## src/cfgw_cfg.svh

```systemverilog
// constants for the core feature configuration words
`ifndef CFGW_CFG_SVH
`define CFGW_CFG_SVH
`define CFGW_REG_NUM 5'h10
`define CFGW_SEL_THREE 3'h3
`define CFGW_SEL_FOUR 3'h4
`define CFGW_SEL_FIVE 3'h5
`define CFGW_SEL_SEVEN 3'h7
`define CFGW_W3_NEXT_BIT 31
`define CFGW_W3_SDMM_BIT 3
`define CFGW_W3_TRACE_BIT 0
`define CFGW_W4_NEXT_BIT 31
`define CFGW_W4_KSCR_LO 16
`define CFGW_W4_KSCR_HI 23
`define CFGW_W5_NF_BIT 0
`define CFGW_W7_WII_BIT 31
`define CFGW_W3_VALUE 32'h8000_0008
`define CFGW_W4_RESET 32'h8000_0000
`define CFGW_W5_VALUE 32'h0000_0001
`define CFGW_W7_VALUE 32'h8000_0000
`define CFGW_KSCR_MAP 8'h00
`endif

```

## src/cfgw_pkg.sv

```systemverilog
// types for the core feature configuration words
package cfgw_pkg;
  typedef struct packed {
    logic rd;
    logic wr;
    logic [4:0] reg_num;
    logic [2:0] sel;
    logic [31:0] wdata;
  } cop_req_t;
  typedef struct packed {
    logic hit;
    logic [31:0] rdata;
  } cop_rsp_t;
endpackage

```

## src/core_feature_config_words.sv

```systemverilog
// core feature configuration words on system coprocessor register 16
//
// Behaviour
// - words three, four, five, seven sit at register 16 selects 3,4,5,7.
// - word three bit 3 always reads 1, shared device map present.
// - word three bits 2..1 always read zero.
// - word three bit 0 reads 0, no trace unit.
// - word four bit 31 reads 1 after reset, word five exists.
// - word four bits 30..24 always read zero.
// - word four bits 23..16 map scratch selects 0..7 of register 31.
// - scratch map is read-only and all zeros.
// - word four bits 15..0 reserved; software writes zero, reads zero.
// - word five bit 0 always reads 1, nested fault present.
// - word five bits 31..1 always read zero.
// - word seven bit 31 reads 1, interrupt releases wait.
// - word seven bits 30..0 always read zero.
// - word three bit 31 hardwired 1, word four exists.
`timescale 1ns/100ps
`include "cfgw_cfg.svh"
module core_feature_config_words (
  input wire logic core_clk_in,
  input wire logic reset_n_in,
  input wire cfgw_pkg::cop_req_t req_in,
  output cfgw_pkg::cop_rsp_t rsp_out
);
  import cfgw_pkg::*;

  logic [31:0] word_three;
  logic [31:0] word_four_r;
  logic [31:0] word_five;
  logic [31:0] word_seven;
  logic reg_hit;
  logic sel_hit;
  logic [31:0] mux_data;
  cop_rsp_t rsp_r;

  // word three is pure constant wiring
  always_comb begin
    word_three = 32'h0000_0000;
    word_three[`CFGW_W3_NEXT_BIT] = 1'b1;
    word_three[`CFGW_W3_SDMM_BIT] = 1'b1;
    word_three[2:1] = 2'h0;
    word_three[`CFGW_W3_TRACE_BIT] = 1'b0;
  end

  // flags seen through the read path, not only the wiring
  chk_w3_next_bit: assert property (
    @(posedge core_clk_in) disable iff (!reset_n_in)
    (req_in.rd && reg_hit && req_in.sel == `CFGW_SEL_THREE) |=>
      (rsp_out.hit && rsp_out.rdata[`CFGW_W3_NEXT_BIT]))
    else $error("word three next-word flag missing");
  chk_w3_map_flag: assert property (
    @(posedge core_clk_in) disable iff (!reset_n_in)
    (req_in.rd && reg_hit && req_in.sel == `CFGW_SEL_THREE) |=>
      (rsp_out.hit && rsp_out.rdata[`CFGW_W3_SDMM_BIT]))
    else $error("word three device map flag missing");
  chk_w3_trace_off: assert property (
    @(posedge core_clk_in) disable iff (!reset_n_in)
    (req_in.rd && reg_hit && req_in.sel == `CFGW_SEL_THREE) |=>
      (rsp_out.rdata[`CFGW_W3_TRACE_BIT] == 1'b0))
    else $error("word three trace flag set");

  // word four is the one word taken at reset; a write cannot alter it
  always_ff @(posedge core_clk_in) begin
    if (!reset_n_in) begin
      word_four_r <= `CFGW_W4_RESET;
    end else begin
      word_four_r <= `CFGW_W4_RESET;
      word_four_r[`CFGW_W4_KSCR_HI:`CFGW_W4_KSCR_LO] <=
        `CFGW_KSCR_MAP;
    end
  end

  // next-word flag, scratch map and reserved half as software sees them
  chk_w4_next_bit: assert property (
    @(posedge core_clk_in) disable iff (!reset_n_in)
    (req_in.rd && reg_hit && req_in.sel == `CFGW_SEL_FOUR) |=>
      (rsp_out.hit && rsp_out.rdata[`CFGW_W4_NEXT_BIT]))
    else $error("word four next-word flag missing");
  chk_w4_unimpl_zero: assert property (
    @(posedge core_clk_in) disable iff (!reset_n_in)
    (req_in.rd && reg_hit && req_in.sel == `CFGW_SEL_FOUR) |=>
      (rsp_out.rdata[30:24] == 7'h00))
    else $error("word four unimplemented bits set");
  chk_kscr_map_zero: assert property (
    @(posedge core_clk_in) disable iff (!reset_n_in)
    (req_in.rd && reg_hit && req_in.sel == `CFGW_SEL_FOUR) |=>
      (rsp_out.rdata[`CFGW_W4_KSCR_HI:`CFGW_W4_KSCR_LO] == `CFGW_KSCR_MAP))
    else $error("scratch map not zero");
  chk_w4_reserved_zero: assert property (
    @(posedge core_clk_in) disable iff (!reset_n_in)
    (req_in.rd && reg_hit && req_in.sel == `CFGW_SEL_FOUR) |=>
      (rsp_out.rdata[15:0] == 16'h0000))
    else $error("word four reserved bits not zero");
  chk_w4_reread_write: assert property (
    @(posedge core_clk_in) disable iff (!reset_n_in)
    (req_in.wr && reg_hit && req_in.sel == `CFGW_SEL_FOUR) ##1
      (req_in.rd && reg_hit && req_in.sel == `CFGW_SEL_FOUR) |=>
      (rsp_out.hit && rsp_out.rdata == `CFGW_W4_RESET))
    else $error("write to word four stuck");

  // words five and seven carry a single set flag each
  always_comb begin
    word_five = 32'h0000_0000;
    word_five[`CFGW_W5_NF_BIT] = 1'b1;
  end

  always_comb begin
    word_seven = 32'h0000_0000;
    word_seven[`CFGW_W7_WII_BIT] = 1'b1;
  end

  // single flags and their empty remainders through a read
  chk_w5_nf_bit: assert property (
    @(posedge core_clk_in) disable iff (!reset_n_in)
    (req_in.rd && reg_hit && req_in.sel == `CFGW_SEL_FIVE) |=>
      (rsp_out.hit && rsp_out.rdata[`CFGW_W5_NF_BIT]))
    else $error("word five nested fault flag missing");
  chk_w5_upper_zero: assert property (
    @(posedge core_clk_in) disable iff (!reset_n_in)
    (req_in.rd && reg_hit && req_in.sel == `CFGW_SEL_FIVE) |=>
      (rsp_out.rdata[31:1] == 31'h0000_0000))
    else $error("word five upper bits set");
  chk_w7_wii_bit: assert property (
    @(posedge core_clk_in) disable iff (!reset_n_in)
    (req_in.rd && reg_hit && req_in.sel == `CFGW_SEL_SEVEN) |=>
      (rsp_out.hit && rsp_out.rdata[`CFGW_W7_WII_BIT]))
    else $error("word seven wait release flag missing");
  chk_w7_lower_zero: assert property (
    @(posedge core_clk_in) disable iff (!reset_n_in)
    (req_in.rd && reg_hit && req_in.sel == `CFGW_SEL_SEVEN) |=>
      (rsp_out.rdata[30:0] == 31'h0000_0000))
    else $error("word seven lower bits set");

  // writes decode the same way but nothing listens to their data
  assign reg_hit = (req_in.reg_num == `CFGW_REG_NUM);

  cfgw_word_mux #(
    .WORDS(4)
  ) u_mux (
    .sel_in(req_in.sel),
    .sel_map_in({`CFGW_SEL_SEVEN, `CFGW_SEL_FIVE,
                  `CFGW_SEL_FOUR, `CFGW_SEL_THREE}),
    .words_in({word_seven, word_five, word_four_r, word_three}),
    .hit_out(sel_hit),
    .data_out(mux_data)
  );

  // registered read answer, one cycle after the request
  always_ff @(posedge core_clk_in) begin
    if (!reset_n_in) begin
      rsp_r <= '0;
    end else if (req_in.rd && reg_hit && sel_hit) begin
      rsp_r.hit <= 1'b1;
      rsp_r.rdata <= mux_data;
    end else begin
      rsp_r.hit <= 1'b0;
      rsp_r.rdata <= 32'h0000_0000;
    end
  end

  assign rsp_out = rsp_r;

  // words as read one cycle after the request; the word four register two cycles after a write
  chk_word_three_val: assert property (
    @(posedge core_clk_in) disable iff (!reset_n_in)
    (req_in.rd && reg_hit && req_in.sel == `CFGW_SEL_THREE) |=>
      (rsp_out.hit && rsp_out.rdata == `CFGW_W3_VALUE))
    else $error("word three read value wrong");
  chk_w3_low_bits: assert property (
    @(posedge core_clk_in) disable iff (!reset_n_in)
    (req_in.rd && reg_hit && req_in.sel == `CFGW_SEL_THREE) |=>
      (rsp_out.rdata[2:0] == 3'h0 && rsp_out.rdata[31]))
    else $error("word three low bits wrong");
  chk_word_four_val: assert property (
    @(posedge core_clk_in) disable iff (!reset_n_in)
    (req_in.rd && reg_hit && req_in.sel == `CFGW_SEL_FOUR) |=>
      (rsp_out.rdata == `CFGW_W4_RESET))
    else $error("word four read value wrong");
  chk_w4_fields_zero: assert property (
    @(posedge core_clk_in) disable iff (!reset_n_in)
    (req_in.rd && reg_hit && req_in.sel == `CFGW_SEL_FOUR) |=>
      (rsp_out.rdata[30:0] == 31'h0000_0000))
    else $error("word four fields not zero");
  chk_write_ignored: assert property (
    @(posedge core_clk_in) disable iff (!reset_n_in)
    (req_in.wr && reg_hit) |=> ##1 (word_four_r == `CFGW_W4_RESET))
    else $error("write altered word four");
  chk_word_five_val: assert property (
    @(posedge core_clk_in) disable iff (!reset_n_in)
    (req_in.rd && reg_hit && req_in.sel == `CFGW_SEL_FIVE) |=>
      (rsp_out.rdata == `CFGW_W5_VALUE))
    else $error("word five read value wrong");
  chk_word_seven_val: assert property (
    @(posedge core_clk_in) disable iff (!reset_n_in)
    (req_in.rd && reg_hit && req_in.sel == `CFGW_SEL_SEVEN) |=>
      (rsp_out.rdata == `CFGW_W7_VALUE))
    else $error("word seven read value wrong");
  chk_unmapped_miss: assert property (
    @(posedge core_clk_in) disable iff (!reset_n_in)
    (req_in.rd && (!reg_hit || req_in.sel < 3'h3 ||
      req_in.sel == 3'h6)) |=>
      (!rsp_out.hit && rsp_out.rdata == 32'h0000_0000))
    else $error("unmapped select answered");

  // the answer stands one cycle and only after a mapped read
  chk_mapped_hit: assert property (
    @(posedge core_clk_in) disable iff (!reset_n_in)
    (req_in.rd && reg_hit && (req_in.sel == `CFGW_SEL_THREE ||
      req_in.sel == `CFGW_SEL_FOUR || req_in.sel == `CFGW_SEL_FIVE ||
      req_in.sel == `CFGW_SEL_SEVEN)) |=> rsp_out.hit)
    else $error("mapped read not answered");
  chk_no_read_silent: assert property (
    @(posedge core_clk_in) disable iff (!reset_n_in)
    !req_in.rd |=> (!rsp_out.hit && rsp_out.rdata == 32'h0000_0000))
    else $error("answer without a read");
  chk_idle_data_zero: assert property (
    @(posedge core_clk_in) disable iff (!reset_n_in)
    !rsp_out.hit |-> (rsp_out.rdata == 32'h0000_0000))
    else $error("data shown without a hit");
  chk_reset_clears: assert property (
    @(posedge core_clk_in)
    !reset_n_in |=> (!rsp_out.hit && rsp_out.rdata == 32'h0000_0000))
    else $error("answer not cleared by reset");
endmodule

```

## src/cfgw_word_mux.sv

```systemverilog
// read mux choosing one configuration word by select
`timescale 1ns/100ps
module cfgw_word_mux #(
  parameter int WORDS = 4
) (
  input wire logic [2:0] sel_in,
  input wire logic [WORDS*3-1:0] sel_map_in,
  input wire logic [WORDS*32-1:0] words_in,
  output logic hit_out,
  output logic [31:0] data_out
);
  // one 3-bit select per word; beyond eight they cannot be told apart
  if (WORDS < 1 || WORDS > 8) begin : g_bad_words
    $error("cfgw_word_mux: WORDS out of range");
  end
  logic [WORDS-1:0] match;
  genvar g;
  generate
    for (g = 0; g < WORDS; g++) begin : g_match
      assign match[g] = (sel_map_in[g*3 +: 3] == sel_in);
    end
  endgenerate
  always_comb begin
    hit_out = |match;
    data_out = 32'h0000_0000;
    for (int i = 0; i < WORDS; i++) begin
      if (match[i]) begin
        data_out = words_in[i*32 +: 32];
      end
    end
  end
endmodule

```

## config.mk

```make
export PLATFORM = sky130hd
export DESIGN_NAME = core_feature_config_words
export DESIGN_NICKNAME = d
export VERILOG_FILES = /design/src/cfgw_pkg.sv /design/src/core_feature_config_words.sv /design/src/cfgw_word_mux.sv
export VERILOG_INCLUDE_DIRS = /design/src
export SDC_FILE = /design/constraint.sdc
export NUM_CORES = 1
export LEC_CHECK = 0
export BUFFER_PORTS_ARGS = -buffer_cell sky130_fd_sc_hd__buf_4
export CAP_MARGIN = 20
export CORE_ASPECT_RATIO = 0.9
export CORE_MARGIN = 5
export CORE_UTILIZATION = 22
export CTS_CLUSTER_DIAMETER = 200
export DETAILED_ROUTE_END_ITERATION = 8
export GPL_ROUTABILITY_DRIVEN = 0
export PLACE_DENSITY = 0.75
export SETUP_SLACK_MARGIN = 0.5
export SYNTH_ARGS = -nofsm -noshare
export SYNTH_HDL_FRONTEND = slang
export SYNTH_SLANG_ARGS = --single-unit
export TNS_END_PERCENT = 10
```

## constraint.sdc

```tcl
create_clock -name core_clk_in -period 0.8 [get_ports core_clk_in]
set_input_delay 0.12 -clock core_clk_in [delete_from_list [all_inputs] [get_ports core_clk_in]]
set_output_delay 0.12 -clock core_clk_in [all_outputs]
set_load 0.01 [all_outputs]
```

==> results of run 1 <==
==> cells in the mapped netlist <==
library cell,n
buf_4,29
dfxtp_1,4
nor4_2,2
a211oi_1,1
a211oi_2,1
conb_1,1
inv_1,1
nand2_1,1
nand4b_1,1
or2b_1,1
or3_4,1
or3b_1,1
==> worst paths after layout <==
check / endpoint / slack, ns / cells after the start
min: rsp_out[3] / 0.15 / 3
max: rsp_out[32] / 0.02 / 1
==> power by group through the flow <==
stage	clock network [mW]	logic, mW	registers [mW]
after detailed placement	0	0.130	0.204
after floorplan	0	0.183	0.204
final	0.254	0.144	0.201
after global routing	0.276	0.157	0.201
after global placement	0	0.127	0.204
after CTS	0.267	0.131	0.201
==> area by class of cell <==
type                            instances  area [sq um]  area share
Multi-Input combinational cell         38           203       0.410
Tap cell                               24          30.0      0.0608
Timing Repair Buffer                   16           150       0.304
Sequential cell                         4          85.1       0.172
Inverter                                1          3.75     0.00759
Clock buffer                            3          22.5      0.0456
==> per-stage QoR <==
stage	TNS (ns)	total power [mW]	util	hold WS, ns
2_1_floorplan	0	0.387	-	0.191
3_3_place_gp	-0.465	0.331	0.254	0.382
3_5_place_dp	-0.556	0.334	0.254	0.397
4_1_cts	0	0.598	0.278	0.136
5_1_grt	-0.00261	0.634	0.294	0.156
6_report	0	0.599	0.294	0.152
==> timing repair <==
action / in CTS / in global routing
hold buffers: 0 / 0
setup endpoints to repair: 8 / 8
resized for setup: 5 / 8
pin swaps: 0 / 4
==> cell families after synthesis <==
group                  share of synthesized area
AOI/OAI and AO/OA                         0.0513
buffers and inverters                      0.567
other                                    0.00961
and+or+nand+nor                            0.167
DFF                                        0.205
==> per-layer routing <==
layer | vias to the layer above | share of wire | global-route usage
met1 | 116 | 0.26 | 0.0268
met3 | 2 | 0.18 | 0.0151
met2 | 28 | 0.53 | 0.108
met4 | 0 | 0.028 | 0.0747
met5 | - | 0 | 0
li1 | 120 | - | -
==> impl_metrics.yaml, run 1 <==
layout:
  area_growth_pct: 26.6
  final_nets: 108
  final_common_cell: "conb_1"
  largest_reg_flops: 4
  nFillCells: 186
  insertedDiodeCount: 0
  layout_common_cells: "29 x conb_1, 8 x buf_6, 8 x buf_4, 4 x dfxtp_2, 3 x clkbuf_4"
  layout.cells.non_filler: 86
  drive_gt1_frac: 0.435
  final_area_sq_um: 494
power_and_ir_drop:
  power_frac_seq: 0.336
  p_comb_frac: 0.241
  power_density_mw_per_mm2: 1210
  p_leak_nw: 0.253
  clkPwrFrac: 0.424
  ir_drop_mv: 0.286
  netSwitchingFraction: 0.296
  p_switching_mw: 0.178
  p_int_mw: 0.422
logic_synthesis:
  yosysTopAreaCell: "buf_4"
  synth_seq_area_share: 0.205
  yosys_warnings: 0
  synth_area_sq_um: 390
  avgSynthCellArea_sq_um: 8.87
  ys_seq_elements: 4
  netlist.area_leader.share: 0.558
  synth_area_leaders: "buf_4 56%, dfxtp_1 21%, nor4_2 6.4%"
  synthCells: 44
  synthDistinctLibCells: 12
grt:
  grt_pass1_vias: 261
  grt_max_degree: 5
  antenna_found_initial: 0
  overflow: 0
  grt_first_pass_wirelength_um: 979
  grt_use_total: 0.0549
critical_path:
  cp_top_family: "flip-flops"
  critPathMaxFanout: 1
  arrival_ns: 0.66
  crit_slowest_cell: "dfxtp_2"
  path_cells: "buf_6"
  cpPeakStageDelay_ns: 0.31
  cp.buffers_inverters: 1
  cp-end-kind: "primary output"
  worstPathRequired_ns: 0.68
  critical_path_class: "reg2out"
  start_kind: "register"
  critPathLaunch: "rsp_out[32]"
job:
  maxCapViolations: 0
drt:
  wirelength_um: 829
  via_per_inst: 3.09
  vias: 266
  dr.pass1.iters: 3
  drc: 0
  drt-initial-drc-count: 2
  drtAntennaViolNets: 0
  post_drt_wl_per_cell_um: 9.64
place:
  io_buffers: 14
  dp_slack_ns: -0.161
  placed_area_sq_um: 428
  place_inst: 83
  dp_hpwl_um: 704
sta:
  finalHoldViolations: 0
  period_share: 0.973
  drv_slew: 0
  finalSetupViolations: 0
  rsz0062_at_grt: "yes"
  period_minus_slack_ns: 0.778
  timing.fmax_ghz: 1.28
  fin_ws_ns: 0.0217
die:
  die_w_um: 54.4
  io_pins: 77
  start_util: 0.232
  coreArea_sq_mm: 0.00168
  fp-row-count: 14
  die_y_um: 50.0
  dieArea_sq_mm: 0.00272
min_path:
  hp-start: "req_in[34]"
  hp-class: "in2reg"
clock_network:
  cts_buffers: 3
  cts_max_path_buffers: 2
  post-cts-setup-buffers: 0
  clkTransAtPathRegs_ns: 0.04
  cts-root-buf: "clkbuf_4"
  clock-sinks: 4
  htree_levels: 1
  cts_tree: "done"
run_status:
  status: "finished, final reports clean"
No activity file was read; power rests on OpenSTA's default activity.
==> run 2: changes to the inputs <==
--- a/config.mk
+++ b/config.mk
@@ -8,15 +8,16 @@
 export LEC_CHECK = 0
 export BUFFER_PORTS_ARGS = -buffer_cell sky130_fd_sc_hd__buf_4
 export CAP_MARGIN = 20
-export CORE_ASPECT_RATIO = 0.9
+export CORE_ASPECT_RATIO = 0.5
 export CORE_MARGIN = 5
-export CORE_UTILIZATION = 22
+export CORE_UTILIZATION = 49
 export CTS_CLUSTER_DIAMETER = 200
 export DETAILED_ROUTE_END_ITERATION = 8
 export GPL_ROUTABILITY_DRIVEN = 0
-export PLACE_DENSITY = 0.75
+export PLACE_DENSITY = 0.79
 export SETUP_SLACK_MARGIN = 0.5
 export SYNTH_ARGS = -nofsm -noshare
 export SYNTH_HDL_FRONTEND = slang
+export SYNTH_HIERARCHICAL = 1
 export SYNTH_SLANG_ARGS = --single-unit
 export TNS_END_PERCENT = 10
==> impl_metrics.yaml, run 2 <==
run_status:
  status: "complete, but fails checks"
  violations: "negative setup slack"
sta:
  drv_slew: 0
  rsz0062_at_grt: "yes"
  finalSetupViolations: 66
  finalHoldViolations: 0
  timing.fmax_ghz: 0.773
  period_minus_slack_ns: 1.29
  period_share: 1.62
  fin_ws_ns: -0.494
drt:
  via_per_inst: 4.42
  drt-initial-drc-count: 168
  highest_layer: "met4"
  wl_met2_um: 3100
  dr.pass1.iters: 4
  vias: 2469
  drtAntennaViolNets: 0
  drc: 0
  met1_length_um: 3080
  wl_met3_um: 316
  post_drt_wl_per_cell_um: 12.0
  wirelength_um: 6700
power_and_ir_drop:
  clkPwrFrac: 0.248
  p_comb_frac: 0.400
  power_density_mw_per_mm2: 1140
  ir_drop_mv: 0.764
  p_switching_mw: 1.67
  netSwitchingFraction: 0.357
  p_int_mw: 3.00
  power_frac_seq: 0.353
  p_leak_nw: 1.65
layout:
  insertedDiodeCount: 0
  final_area_sq_mm: 0.00410
  area_growth_pct: 55.9
  largest_reg_flops: 33
  layout.cells.non_filler: 559
  layout_common_cells: "140 x conb_1, 64 x inv_1, 33 x nor2_1, 32 x a211oi_1, 32 x nand3_1"
  final_nets: 534
  final_common_cell: "conb_1"
  drive_gt1_frac: 0.358
grt:
  grt_pass1_vias: 2397
  antenna_found_initial: 0
  overflow: 0
  grt_max_degree: 33
  grt_use_total: 0.203
  grt_first_pass_wirelength_um: 11300
die:
  coreArea_sq_mm: 0.00507
  die_y_um: 61.8
  dieArea_sq_mm: 0.00702
  fp-row-count: 18
  io_pins: 77
  die_w_um: 114
  start_util: 0.519
clock_network:
  htree_levels: 2
  cts_tree: "done"
  clock-sinks: 33
  cts_max_path_buffers: 2
  cts-root-buf: "clkbuf_8"
  post-cts-setup-buffers: 0
  cts_buffers: 5
  hold_buffers: 0
  clkTransAtPathRegs_ns: 0.06
critical_path:
  worstPathRequired_ns: 0.97
  cp-end-kind: "register"
  critPathMaxFanout: 13
  start_kind: "primary input"
  critical_path_class: "in2reg"
  arrival_ns: 1.47
min_path:
  hp-start: "req_in[39]"
  hold_depth: 4
  holdPathEnd: "rsp_out[13]"
  hp-class: "in2reg"
logic_synthesis:
  synth_area_sq_mm: 0.00263
  yosysTopAreaCell: "dfxtp_1"
  yosys_warnings: 6
  synthCells: 314
  synthDistinctLibCells: 22
  avgSynthCellArea_sq_um: 8.37
  netlist.area_leader.share: 0.251
  synth_seq_area_share: 0.251
  synth_area_leaders: "dfxtp_1 25%, a221oi_2 17%, nor3_2 12%"
  synth_ff_type: "dfxtp_1"
  ys_seq_elements: 33
  synth_most_common_cell: "inv_1"
  synth_edf_count: 0
  postSynth.asyncResetShare: 0
  ys_top_cells_by_count: "64 x inv_1, 33 x dfxtp_1, 33 x nand3_1, 33 x nor2_1"
place:
  placed_area_sq_mm: 0.00365
  dp_hpwl_um: 4300
  io_buffers: 43
  place_inst: 551
job:
  maxCapViolations: 0
run 2: worst max path at each step:
stage	slack, ns	endpoint	from	depth (start not counted)
finish	-0.49	rsp_out[27]	req_in[34]	7
global route	-0.52	rsp_out[27]	req_in[34]	7
detailed placement	-0.92	rsp_out[27]	req_in[33]	7
floorplan	-0.004	rsp_out[0]	req_in[37]	4
global placement	-0.88	rsp_out[27]	req_in[33]	7
CTS	-0.49	rsp_out[27]	req_in[34]	7
run 2: layout make-up:
type	instances	area [sq um]
flip-flops and latches	33	691
multi-input cells	323	2290
well taps	70	87.6
clock inverters	1	5.00
fillers	318	972
repair buffers	63	714
clock buffers	5	68.8
inverters	64	240
run 2: what timing repair did:
action / 4_1_cts / 5_1_grt
gates cloned: 1 / 1
gates resized for setup: 48 / 39
pin swaps: 1 / 4
endpoints found under the setup margin: 66 / 66
run 2: critical path, cell delays in order:
cell	delay [ns]
buf_12	0.13
xor2_4	0.16
nor3_4	0.08
or4_4	0.55
nand4bb_4	0.19
buf_12	0.17
nor3_1	0.06
run 2: power groups by stage:
stage                     sequential, mW  combinational (mW)  clock, mW
final                               1.65                1.87       1.16
after CTS                           1.65                1.75       1.19
after detailed placement            1.68                1.66          0
after floorplan                     1.69                1.37          0
after global placement              1.68                1.63          0
after global routing                1.64                2.05       1.29
run 2: metal layers:
layer,GRT usage,vias up
met5,0,-
met1,0.261,1093
li1,-,1299
met2,0.350,60
met3,0.0416,17
met4,0.0685,0
run 2: kinds of logic (layout without fill, tap and decap cells):
| family | count (synthesis) | count (layout) | share of synthesized area |
|---|---|---|---|
| xor+xnor | 12 | 12 | 0.0400 |
| simple gates | 107 | 107 | 0.256 |
| buf+inv | 96 | 133 | 0.180 |
| compound gates | 64 | 64 | 0.270 |
| flops | 33 | 33 | 0.251 |
| other cells | 2 | 140 | 0.00286 |
run 2: stage by stage:
| stage | setup TNS (ns) | hold slack, ns | total power, mW | setup slack, ns | utilization |
|---|---|---|---|---|---|
| 5_1_grt | -18.91 | 0.344 | 4.98 | -0.524 | 0.808 |
| 4_1_cts | -17.05 | 0.327 | 4.58 | -0.491 | 0.778 |
| 6_report | -16.97 | 0.332 | 4.67 | -0.494 | 0.808 |
| 3_5_place_dp | -29.93 | 0.511 | 3.34 | -0.922 | 0.720 |
| 2_1_floorplan | -0.00889 | 0.414 | 3.05 | -0.00444 | - |
| 3_3_place_gp | -28.63 | 0.510 | 3.31 | -0.880 | 0.720 |
